[config.mk]
export PLATFORM = sky130hd
export DESIGN_NAME = program_flash_write_control
export DESIGN_NICKNAME = d
export VERILOG_FILES = /design/src/flash_ctl_pkg.sv /design/src/flash_op_timer.sv /design/src/program_flash_write_control.sv
export SDC_FILE = /design/constraint.sdc
export NUM_CORES = 1
export LEC_CHECK = 0
export ABC_AREA = 1
export BUFFER_PORTS_ARGS = -buffer_cell sky130_fd_sc_hd__buf_2
export CAP_MARGIN = 20
export CORE_MARGIN = 1.5
export CORE_UTILIZATION = 34
export CTS_CLUSTER_DIAMETER = 150
export DETAILED_ROUTE_END_ITERATION = 10
export PLACE_DENSITY = 0.53
export SYNTH_ARGS = -nofsm -noshare
export SYNTH_HDL_FRONTEND = slang
export SYNTH_SLANG_ARGS = --single-unit
[constraint.sdc]
create_clock -name aclk -period 1.4 [get_ports aclk]
set_input_delay 0.42 -clock aclk [delete_from_list [all_inputs] [get_ports aclk]]
set_output_delay 0.42 -clock aclk [all_outputs]
set_load 0.02 [all_outputs]
[src/flash_ctl_pkg.sv]
package flash_ctl_pkg;

  // ------------------------------------------------------------
  // register map (byte addresses on the register bus)
  // ------------------------------------------------------------
  localparam logic [7:0] addr_low_off   = 8'h00; // flash_address_low
  localparam logic [7:0] addr_high_off  = 8'h04; // flash_address_high
  localparam logic [7:0] control_off    = 8'h08; // flash_control
  localparam logic [7:0] irq_status_off = 8'h0c; // sticky events, read clears
  localparam logic [7:0] irq_mask_off   = 8'h10; // event mask
  localparam logic [7:0] read_data_off  = 8'h14; // last word read from flash

  // ------------------------------------------------------------
  // control register fields
  // ------------------------------------------------------------
  localparam int ctl_unimpl_bit = 7; // reads as one
  localparam int ctl_cfg_bit    = 6; // config_space_select
  localparam int ctl_latch_bit  = 5; // latch_only_load
  localparam int ctl_erase_bit  = 4; // erase select, hardware clears
  localparam int ctl_err_bit    = 3; // program_error_flag
  localparam int ctl_en_bit     = 2; // program_enable
  localparam int ctl_wr_bit     = 1; // start-write, set only
  localparam int ctl_rd_bit     = 0; // start-read, set only

  // ------------------------------------------------------------
  // reset values
  // ------------------------------------------------------------
  localparam logic [7:0]  addr_low_rst  = 8'h00;
  localparam logic [6:0]  addr_high_rst = 7'h00;
  localparam logic [31:0] mask_rst      = 32'h0000_0000;

  // ------------------------------------------------------------
  // timing
  // ------------------------------------------------------------
  localparam int clk_mhz       = 200;
  localparam int prog_time_us  = 2;   // self-timed write/erase length
  localparam int prog_cycles   = prog_time_us * clk_mhz;
  localparam int timer_w       = 16;

  // interrupt event bits
  localparam int ev_write_done = 0;
  localparam int ev_erase_done = 1;
  localparam int ev_read_done  = 2;
  localparam int ev_inhibited  = 3;

  // command towards the flash array
  typedef struct packed {
    logic        rd;     // one-cycle read strobe
    logic        wr;     // program strobe level
    logic        er;     // erase strobe level
    logic        cfg;    // configuration space
    logic        latch;  // load latches only
    logic [14:0] addr;   // word address
  } flash_cmd_t;

  typedef enum logic [1:0] {idle_s, busy_s} seq_state_t;

endpackage

[src/flash_op_timer.sv]
module flash_op_timer
  import flash_ctl_pkg::*;
#(
  parameter int width = timer_w
) (
  input  wire logic             aclk,
  input  wire logic             aresetn,
  input  wire logic             start,
  input  wire logic [width-1:0] cycles,
  output logic                  done
);
  // --------------------------------------------------------------
  // one-shot down counter
  // --------------------------------------------------------------
  logic [width-1:0] count_r;   // remaining cycles
  logic             run_r;     // counting
  wire              last = run_r && (count_r == '0);

  // done pulses for one cycle when the count runs out
  always_ff @(posedge aclk) begin
    if (!aresetn) begin
      count_r <= '0;
      run_r   <= 1'b0;
    end else if (start) begin
      count_r <= cycles - width'(1);
      run_r   <= 1'b1;
    end else if (last) begin
      run_r   <= 1'b0;
    end else if (run_r) begin
      count_r <= count_r - width'(1);
    end
  end

  assign done = last;
endmodule

[src/program_flash_write_control.sv]
// Contract
// - low byte gives flash address bits 7:0
// - high byte bits 6:0 give address 14:8
// - unimplemented bit 7s read one, ignore writes
// - program and erase need program_enable set
// - error flag set whenever a write starts
//
// The address map and the AXI4-Lite register port were decided locally.
module program_flash_write_control
  import flash_ctl_pkg::*;
#(
  parameter int prog_len = prog_cycles
) (
  input  wire logic        aclk,
  input  wire logic        aresetn,
  input  wire logic [7:0]  s_axi_awaddr,
  input  wire logic        s_axi_awvalid,
  output logic             s_axi_awready,
  input  wire logic [31:0] s_axi_wdata,
  input  wire logic [3:0]  s_axi_wstrb,
  input  wire logic        s_axi_wvalid,
  output logic             s_axi_wready,
  output logic [1:0]       s_axi_bresp,
  output logic             s_axi_bvalid,
  input  wire logic        s_axi_bready,
  input  wire logic [7:0]  s_axi_araddr,
  input  wire logic        s_axi_arvalid,
  output logic             s_axi_arready,
  output logic [31:0]      s_axi_rdata,
  output logic [1:0]       s_axi_rresp,
  output logic             s_axi_rvalid,
  input  wire logic        s_axi_rready,
  output flash_cmd_t       flash_cmd,
  input  wire logic [13:0] flash_rdata,
  output logic             irq
);
  // --------------------------------------------------------------
  // register state
  // --------------------------------------------------------------
  logic [7:0]  addr_low_r;    // address bits 7:0
  logic [6:0]  addr_high_r;   // address bits 14:8
  logic        cfg_r;         // config_space_select
  logic        latch_r;       // latch_only_load
  logic        erase_r;       // erase select
  logic        err_r;         // program_error_flag
  logic        en_r;          // program_enable
  logic        wr_r;          // start-write busy
  logic        rd_r;          // start-read busy
  logic [3:0]  status_r;      // sticky events
  logic [3:0]  mask_r;        // event mask
  logic [13:0] rdata_r;       // captured flash word
  seq_state_t  state_r;       // sequencer state
  logic        op_erase_r;    // running op is an erase

  // --------------------------------------------------------------
  // write channel: address and data taken together, either order
  // --------------------------------------------------------------
  logic [7:0]  awaddr_r;      // held write address
  logic        aw_have_r;     // address held
  logic [31:0] wdata_r;       // held write data
  logic [3:0]  wstrb_r;       // held strobes
  logic        w_have_r;      // data held

  wire aw_take   = s_axi_awvalid && s_axi_awready;
  wire w_take    = s_axi_wvalid && s_axi_wready;
  wire wr_fire   = aw_have_r && w_have_r && !s_axi_bvalid;
  wire lane0     = wstrb_r[0];
  wire wr_ctl    = wr_fire && lane0 && (awaddr_r == control_off);
  wire wr_lo     = wr_fire && lane0 && (awaddr_r == addr_low_off);
  wire wr_hi     = wr_fire && lane0 && (awaddr_r == addr_high_off);
  wire wr_mask   = wr_fire && lane0 && (awaddr_r == irq_mask_off);
  wire wr_known  = (awaddr_r == control_off) || (awaddr_r == addr_low_off) ||
                   (awaddr_r == addr_high_off) || (awaddr_r == irq_mask_off);
  wire [7:0] wb  = wdata_r[7:0];

  assign s_axi_awready = !aw_have_r;
  assign s_axi_wready  = !w_have_r;

  // hold address and data until both are in
  always_ff @(posedge aclk) begin
    if (!aresetn) begin
      aw_have_r <= 1'b0;
      w_have_r  <= 1'b0;
      awaddr_r  <= 8'h00;
      wdata_r   <= 32'h0000_0000;
      wstrb_r   <= 4'h0;
    end else begin
      if (aw_take) begin
        aw_have_r <= 1'b1;
        awaddr_r  <= s_axi_awaddr;
      end else if (wr_fire) begin
        aw_have_r <= 1'b0;
      end
      if (w_take) begin
        w_have_r <= 1'b1;
        wdata_r  <= s_axi_wdata;
        wstrb_r  <= s_axi_wstrb;
      end else if (wr_fire) begin
        w_have_r <= 1'b0;
      end
    end
  end

  // write response; unmapped addresses answer slverr
  always_ff @(posedge aclk) begin
    if (!aresetn) begin
      s_axi_bvalid <= 1'b0;
      s_axi_bresp  <= 2'b00;
    end else if (wr_fire) begin
      s_axi_bvalid <= 1'b1;
      s_axi_bresp  <= wr_known ? 2'b00 : 2'b10;
    end else if (s_axi_bready) begin
      s_axi_bvalid <= 1'b0;
    end
  end

  // --------------------------------------------------------------
  // sequencer decisions
  // --------------------------------------------------------------
  wire        idle      = (state_r == idle_s);
  wire        go_wr     = wr_ctl && wb[ctl_wr_bit] && idle;
  wire        go_rd     = wr_ctl && wb[ctl_rd_bit] && !wb[ctl_wr_bit] && idle;
  wire        en_now    = wb[ctl_en_bit];
  // a start only proceeds with program_enable in the same write
  wire        go_prog   = go_wr && en_now;
  wire        inhibit   = go_wr && !en_now;
  wire        timer_done;
  wire        prog_end  = (state_r == busy_s) && timer_done;

  flash_op_timer #(.width(timer_w)) flash_op_timer_inst (
    .aclk    (aclk),
    .aresetn (aresetn),
    .start   (go_prog),
    .cycles  (timer_w'(prog_len)),
    .done    (timer_done)
  );

  // --------------------------------------------------------------
  // control register and sequencer
  // --------------------------------------------------------------
  always_ff @(posedge aclk) begin
    if (!aresetn) begin
      addr_low_r  <= addr_low_rst;
      addr_high_r <= addr_high_rst;
      cfg_r       <= 1'b0;
      latch_r     <= 1'b0;
      erase_r     <= 1'b0;
      err_r       <= 1'b0;
      en_r        <= 1'b0;
      wr_r        <= 1'b0;
      rd_r        <= 1'b0;
      state_r     <= idle_s;
      op_erase_r  <= 1'b0;
    end else begin
      if (wr_lo) addr_low_r <= wb;
      if (wr_hi) addr_high_r <= wb[6:0];
      if (wr_ctl && idle) begin
        cfg_r   <= wb[ctl_cfg_bit];
        latch_r <= wb[ctl_latch_bit];
        erase_r <= wb[ctl_erase_bit];
        err_r   <= wb[ctl_err_bit];
        en_r    <= wb[ctl_en_bit];
      end else if (wr_ctl) begin
        en_r    <= wb[ctl_en_bit];  // enable stays writable while busy
      end
      // start bits only ever set by software
      if (go_prog) begin
        wr_r       <= 1'b1;
        err_r      <= 1'b1;
        op_erase_r <= wb[ctl_erase_bit];
        state_r    <= busy_s;
      end
      if (inhibit) err_r <= 1'b1;
      if (go_rd) rd_r <= 1'b1;
      if (rd_r) rd_r <= 1'b0;
      if (prog_end) begin
        wr_r    <= 1'b0;
        state_r <= idle_s;
        if (op_erase_r) erase_r <= 1'b0;
      end
    end
  end

  // read captures the flash word one cycle after start
  always_ff @(posedge aclk) begin
    if (!aresetn) rdata_r <= 14'h0000;
    else if (rd_r) rdata_r <= flash_rdata;
  end

  // --------------------------------------------------------------
  // flash command, registered
  // --------------------------------------------------------------
  always_ff @(posedge aclk) begin
    if (!aresetn) begin
      flash_cmd <= '0;
    end else begin
      flash_cmd.addr  <= {addr_high_r, addr_low_r};
      flash_cmd.cfg   <= cfg_r;
      flash_cmd.latch <= latch_r;
      flash_cmd.rd    <= go_rd;
      flash_cmd.wr    <= (go_prog && !wb[ctl_erase_bit]) ||
                         (flash_cmd.wr && !prog_end);
      flash_cmd.er    <= (go_prog && wb[ctl_erase_bit]) ||
                         (flash_cmd.er && !prog_end);
    end
  end

  // --------------------------------------------------------------
  // read channel and interrupts
  // --------------------------------------------------------------
  wire [7:0] ctl_view = {1'b1, cfg_r, latch_r, erase_r, err_r, en_r, wr_r, rd_r};
  wire       ar_take  = s_axi_arvalid && s_axi_arready;
  wire       rd_stat  = ar_take && (s_axi_araddr == irq_status_off);
  wire [3:0] events   = {inhibit, rd_r, prog_end && op_erase_r, prog_end && !op_erase_r};
  logic [31:0] rmux;
  logic        rknown;

  assign s_axi_arready = !s_axi_rvalid;

  // read data selection
  always_comb begin
    rknown = 1'b1;
    unique case (s_axi_araddr)
      addr_low_off:   rmux = {24'h000000, addr_low_r};
      addr_high_off:  rmux = {24'h000000, 1'b1, addr_high_r};
      control_off:    rmux = {24'h000000, ctl_view};
      irq_status_off: rmux = {28'h0000000, status_r};
      irq_mask_off:   rmux = {28'h0000000, mask_r};
      read_data_off:  rmux = {18'h00000, rdata_r};
      default: begin
        rmux   = 32'h0000_0000;
        rknown = 1'b0;
      end
    endcase
  end

  // read response, status cleared on read but new events win
  always_ff @(posedge aclk) begin
    if (!aresetn) begin
      s_axi_rvalid <= 1'b0;
      s_axi_rdata  <= 32'h0000_0000;
      s_axi_rresp  <= 2'b00;
      status_r     <= 4'h0;
      mask_r       <= mask_rst[3:0];
    end else begin
      if (ar_take) begin
        s_axi_rvalid <= 1'b1;
        s_axi_rdata  <= rmux;
        s_axi_rresp  <= rknown ? 2'b00 : 2'b10;
      end else if (s_axi_rready) begin
        s_axi_rvalid <= 1'b0;
      end
      status_r <= (rd_stat ? 4'h0 : status_r) | events;
      if (wr_mask) mask_r <= wb[3:0];
    end
  end

  assign irq = |(status_r & mask_r);

  // --------------------------------------------------------------
  // checks
  // --------------------------------------------------------------
  a_err_on_start: assert property (@(posedge aclk) disable iff (!aresetn)
    go_prog |=> ctl_view[ctl_err_bit] && wr_r)
    else $error("error flag not set at write start");
  a_no_prog_off: assert property (@(posedge aclk) disable iff (!aresetn)
    inhibit |=> !flash_cmd.wr && !flash_cmd.er && !wr_r)
    else $error("program ran without enable");
  a_wr_self_clear: assert property (@(posedge aclk) disable iff (!aresetn)
    prog_end |=> !wr_r)
    else $error("start-write not cleared at end");
  a_rd_one_cycle: assert property (@(posedge aclk) disable iff (!aresetn)
    go_rd |=> rd_r ##1 !rd_r)
    else $error("start-read not one cycle");
  a_erase_clears: assert property (@(posedge aclk) disable iff (!aresetn)
    prog_end && op_erase_r |=> !erase_r)
    else $error("erase select not cleared");
  a_erase_strobe: assert property (@(posedge aclk) disable iff (!aresetn)
    go_prog && wb[ctl_erase_bit] |=> flash_cmd.er && !flash_cmd.wr)
    else $error("erase strobe wrong");
  a_addr_low: assert property (@(posedge aclk) disable iff (!aresetn)
    wr_lo |=> ##1 flash_cmd.addr[7:0] == $past(wb, 2))
    else $error("low address not applied");
  a_addr_high: assert property (@(posedge aclk) disable iff (!aresetn)
    wr_hi |=> ##1 flash_cmd.addr[14:8] == $past(wb[6:0], 2))
    else $error("high address not applied");
  a_unimpl_one: assert property (@(posedge aclk) disable iff (!aresetn)
    ar_take && (s_axi_araddr == control_off || s_axi_araddr == addr_high_off)
      |=> s_axi_rdata[7])
    else $error("unimplemented bit not one");
endmodule

# --- After elaboration in Yosys (flattened, before gate mapping) ---
# Cells that the tools add are included.
totals:
  reg_bits: 139
  out_inout_bits: 62
op_classes:
  n_mux: 26
  bitwise: 4
  n_reduce_logical: 60
  eq_ne: 9
  addsub: 1
op_table:
  columns: ["op", "count"]
  rows:
  - ["$pmux 14 s6", 1]
  - ["$logic_and 1x1->1", 27]
  - ["$mux 9", 3]
  - ["$eq 8x4->1 const B", 3]
  - ["$eq 8x5->1 const B", 3]
  - ["$mux 1", 19]
  - ["$eq 8x3->1 const B", 2]
  - ["$logic_not 16->1", 1]
  - ["$logic_not 8->1", 2]
  - ["$sub 16x1->16 const B", 1]
  - ["$reduce_bool 2->1", 7]
  - ["$logic_not 1->1", 9]
  - ["$reduce_or 2->1", 3]
  - ["$reduce_or 6->1", 1]
  - ["$logic_or 1x1->1", 5]
  - ["$and 4x4->4", 1]
  - ["$mux 2", 2]
  - ["$mux 4", 1]
  - ["$or 4x4->4", 1]
  - ["$reduce_and 2->1", 2]
  - ["$reduce_or 4->1", 1]
  - ["$reduce_bool 3->1", 1]
  - ["$logic_not 2->1", 1]
  - ["$ne 2x2->1 const B", 1]
  - ["$not 1->1", 2]

# --- Logic depth before layout (Yosys ltp) ---
logic_depth:
  ltp_word: 9
  mapped_depth: 12
  ltp_nobuf: 11

# --- Cells and area by module ---
# Synthesis repeated with hierarchy kept, for this count alone.
unflattened:
  hier_cells: 779
  area_unflattened_um2: 5516.5
modules_own_cells:
  columns: ["mod", "instances", "cells_each", "seq_area_each_um2", "area_per_inst_um2"]
  rows:
  - ["program_flash_write_control", 1, 554, 2042.0, 4185.3]
  - ["flash_op_timer", 1, 225, 340.3, 1331.3]

# --- Least setup slack after synthesis ---
# Ideal clock, no wire load.
synth_timing:
  path_type: "register -> register"
  from: "register flash_op_timer_inst.count_r[0]"
  to: "register flash_op_timer_inst.count_r[1]"
  path_slack_ns: -0.052
  required_ns: 1.269
  path_stages_with_launch: 11
  n_path_buf: 1
  arrival_time_ns: 1.321
  path_cell_list: "dfxtp_1 inv_1 ha_1 nand2_1 nor2_2 nand2_2 nand2_4 inv_2 buf_6 o21ai_2 a21oi_2"
synth_via:
  elab_chain_cells: 4
  word_cells_on_any_way: 8
synth_lines:
  columns: ["item", "line", "text"]
  rows:
  - ["start: declaration", "flash_op_timer.sv:15", "logic [width-1:0] count_r;"]
  - ["start signal: assignment", "flash_op_timer.sv:25", "count_r <= cycles - width'(1);"]
  - ["start signal: assignment", "flash_op_timer.sv:30", "count_r <= count_r - width'(1);"]
  - ["$sub 16x1->16 / $logic_not 16->1 (equally long branches)", "flash_op_timer.sv:30, flash_op_timer.sv:17", null]
  - ["$mux 9 / $logic_and 1x1->1 (equally long branches)", "flash_op_timer.sv:29, flash_op_timer.sv:17", null]
  - ["$mux 9 / $ne 2x2->1 (equally long branches)", null, null]
  - ["$mux 9 / $reduce_and 2->1 (equally long branches)", null, null]
# Several ways; a longest one is shown, not always the timed one. The select of a mux whose other input is x is not followed.
# A chain may end at the register's enable or synchronous reset.

# --- Worst setup path after layout ---
layout_timing:
  from: "register mask_r[0]"
  to: "output irq"
layout_via:
  elab_chain_cells: 2
layout_lines:
  columns: ["item", "line", "text"]
  rows:
  - ["start: declaration", "program_flash_write_control.sv:50", "logic [3:0] mask_r;"]
  - ["start signal: assignment", "program_flash_write_control.sv:244", "mask_r <= mask_rst[3:0];"]
  - ["start signal: assignment", "program_flash_write_control.sv:254", "if (wr_mask) mask_r <= wb[3:0];"]
  - ["$and 4x4->4", "program_flash_write_control.sv:258", "assign irq = |(status_r & mask_r);"]
  - ["$reduce_or 4->1", "program_flash_write_control.sv:258", null]
  - ["end: declaration", "program_flash_write_control.sv:35", "output logic irq"]
# No other way between the ends.

==> flow_metrics.env <==
export IMPL_status="finished with violations"
export IMPL_violations="setup timing"
export IMPL_place_worst_setup_slack_ps=-214
export IMPL_antenna_found_initial=0
export IMPL_drv_cap=0
export IMPL_wl_mm=14.4
export IMPL_grt_overflow_total=0
export IMPL_routedWlPerCell_um=13.0
export IMPL_netlist_instances=713
export IMPL_slew_violations=0
export IMPL_fin_area_sq_um=7780
export IMPL_core_area_sq_um=15100
export IMPL_clk_pin_slew_worst_paths_ps=60
export IMPL_rsz0062_at_grt="true"
export IMPL_path_class="flip-flop to output port"
export IMPL_grt_pass1_vias=4612
export IMPL_p_leak_nw=3.83
export IMPL_setup_ws_ps=-184
export IMPL_synth_seq_cells=119
export IMPL_skew_ps=8.32
export IMPL_hold_violations=0
export IMPL_finalSetupViolations=26
export IMPL_synth_area_sq_um=5250
export IMPL_fillers=1477
export IMPL_initial_core_util_pct=34.7
export IMPL_yosysWarnings=0
export IMPL_power_density_nw_per_um2=1150
export IMPL_r2r_cells=9
export IMPL_end_kind="output port"
export IMPL_final_common_cell="nand2_1"
export IMPL_ys_flop_type="dfxtp_1"
export IMPL_most_common_layout_cells="123 x nand2_1, 97 x dfxtp_1, 85 x buf_4, 80 x buf_2, 66 x inv_1"
export IMPL_area_growth_pct=48.1
export IMPL_cts_tree="yes"
export IMPL_crit_fanout=3
export IMPL_clk_latency_ps=430
export IMPL_cts_buffer_depth=2
export IMPL_ys_types=38
export IMPL_pwr_share_clk_pct=52.2
export IMPL_finalPower_mw=8.96
export IMPL_intPower_mw=6.86
export IMPL_cts_root_buffer="clkbuf_16"
export IMPL_max_freq_mhz=631
export IMPL_first_pass_iters=5
export IMPL_grt_max_degree=37
export IMPL_worstSetupStartpointType="flip-flop"
export IMPL_switching_share_pct=23.4
export IMPL_peakVddDrop_v=0.000841
export IMPL_die_h_um=127
export IMPL_min_period_over_period_pct=113
export IMPL_cts_made_buffers=17
export IMPL_dp_hpwl_mm=9.78
export IMPL_critPathArrivalTime_ps=1160
export IMPL_drive_gt1_share_pct=39.5
export IMPL_dieArea_sq_um=16200
export IMPL_min_period_ps=1580
export IMPL_synth_edf_count=0
export IMPL_seq_area_frac_synth_pct=45.3
export IMPL_antenna_cells=0
export IMPL_fp_row_count=45
export IMPL_hold_depth=3
export IMPL_drt_initial_drc_count=265
export IMPL_p_comb_share_pct=8.6
export IMPL_cts_sinks=119
export IMPL_cts_max_level=4
export IMPL_p_seq_share_pct=39.2
export IMPL_holdBufCountCts=0
export IMPL_grt_usage_pct=17.8
export IMPL_p_sw_mw=2.10
export IMPL_boundaryPins=135
export IMPL_min_path_type="input port to flip-flop"
export IMPL_via_per_inst=4.61
export IMPL_fin_nets=975
export IMPL_grt_first_pass_wirelength_mm=22.5
export IMPL_async_reset_ff_share_pct=0
export IMPL_ant_nets=0
export IMPL_die_w_um=127
export IMPL_vias=5082
export IMPL_port_buffers=87
export IMPL_post_synth_cell_area_avg_sq_um=7.37
export IMPL_drc=0
export IMPL_gp_congestion=0.832
export IMPL_dpl_cell_area_sq_um=6380
export IMPL_crit_required_ps=980
-- critical path: stages (launching register included) --
cell and delay [ps]:
dfxtp_2 340, nand2_1 60, nand4_1 140, buf_4 200
-- through the flow --
| step | hold slack, ps | setup TNS, ps | util [%] | cells |
|---|---|---|---|---|
| finish | 214 | -1080 | 51.4 | 1102 |
| CTS | 200 | -301 | 47.9 | 1084 |
| global route | 217 | -4330 | 51.4 | 1102 |
| floorplan | 417 | 0 | - | 732 |
| global placement | 437 | -2900 | 42.1 | 1037 |
| detailed placement | 439 | -3220 | 42.1 | 1037 |
-- synth_stat cells (5+ instances only) --
master / count / share of area (%)
nand2_1: 148 / 11
clkbuf_1: 11 / 0.79
nand3_1: 37 / 3.5
xnor2_1: 7 / 1.2
nor2_1: 72 / 5.1
inv_2: 9 / 0.64
buf_4: 20 / 2.9
o21ai_0: 68 / 6.5
nor3_1: 5 / 0.48
dfxtp_1: 119 / 45
inv_1: 78 / 5.6
buf_2: 7 / 0.67
a21oi_1: 69 / 6.6
nand4_1: 6 / 0.71
nor2_2: 7 / 0.83
-- routing by layer --
layer  global-route usage (%)  part of all wire (%)  up-vias
li1                         -                     -     2612
met1                     23.2                    48     2326
met2                     27.6                    46      124
met3                     5.15                   5.2       20
met4                     7.55                   1.7        0
met5                        0                     0        -
-- power groups by stage --
stage               sequential (mW)  clock (mW)  combinational [mW]
floorplan                      3.58           0               0.370
global placement               3.57           0               0.621
detailed placement             3.57           0               0.622
CTS                            3.50        4.76               0.656
global route                   3.52        4.92               0.842
finish                         3.51        4.68               0.769
-- cell type report --
| cell class | instances | area, sq um | area share (%) |
|---|---|---|---|
| clock buffers | 21 | 460 | 5.92 |
| well taps | 188 | 235 | 3.02 |
| multi-input cells | 478 | 2640 | 34.0 |
| clock inverters | 11 | 173 | 2.22 |
| repair buffers | 195 | 1500 | 19.3 |
| flip-flops and latches | 119 | 2410 | 31.0 |
| inverters | 90 | 362 | 4.65 |
-- state kept, by name, summed over array words and instances, names as in the netlist, 4 cells and up --
name	flops
flash_cmd	20
flash_op_timer_inst.count_r	16
rdata_r	14
s_axi_rdata	14
addr_low_r	8
awaddr_r	8
wdata_r	8
addr_high_r	7
mask_r	4
status_r	4
-- worst paths after layout --
path	from	to	slack (ps)
hold / removal	flash_rdata[10]	rdata_r[10]$_SDFFE_PN0P_	210
hold reg to reg	addr_high_r[6]$_SDFFE_PN0P_	flash_cmd[14]$_SDFF_PN0_	440
setup / recovery	mask_r[0]$_SDFFE_PN0P_	irq	-180
setup reg to reg	w_have_r$_SDFFE_PN0P_	addr_low_r[0]$_SDFFE_PN0P_	-60
-- logic make-up (layout without fill, tap and decap cells) --
| family | after synthesis | after routing | share of synthesized area, % |
|---|---|---|---|
| AND/OR/NAND/NOR | 295 | 295 | 25.7 |
| buffers and inverters | 135 | 317 | 11.9 |
| AO/OA/AOI/OAI | 152 | 152 | 15.1 |
| XOR/XNOR | 10 | 10 | 1.67 |
| adder cells (fa/ha/maj) | 1 | 1 | 0.238 |
| other | 1 | 20 | 0.0714 |
| flip-flops | 119 | 119 | 45.3 |
-- repair_timing --
| item | in CTS | in global routing |
|---|---|---|
| pin swaps | 12 | 38 |
| gates cloned | 1 | 1 |
| buffers inserted | 14 | 18 |
| resized for setup | 46 | 115 |
| endpoints found under the setup margin | 20 | 63 |
(Power assumes the default switching activity.)
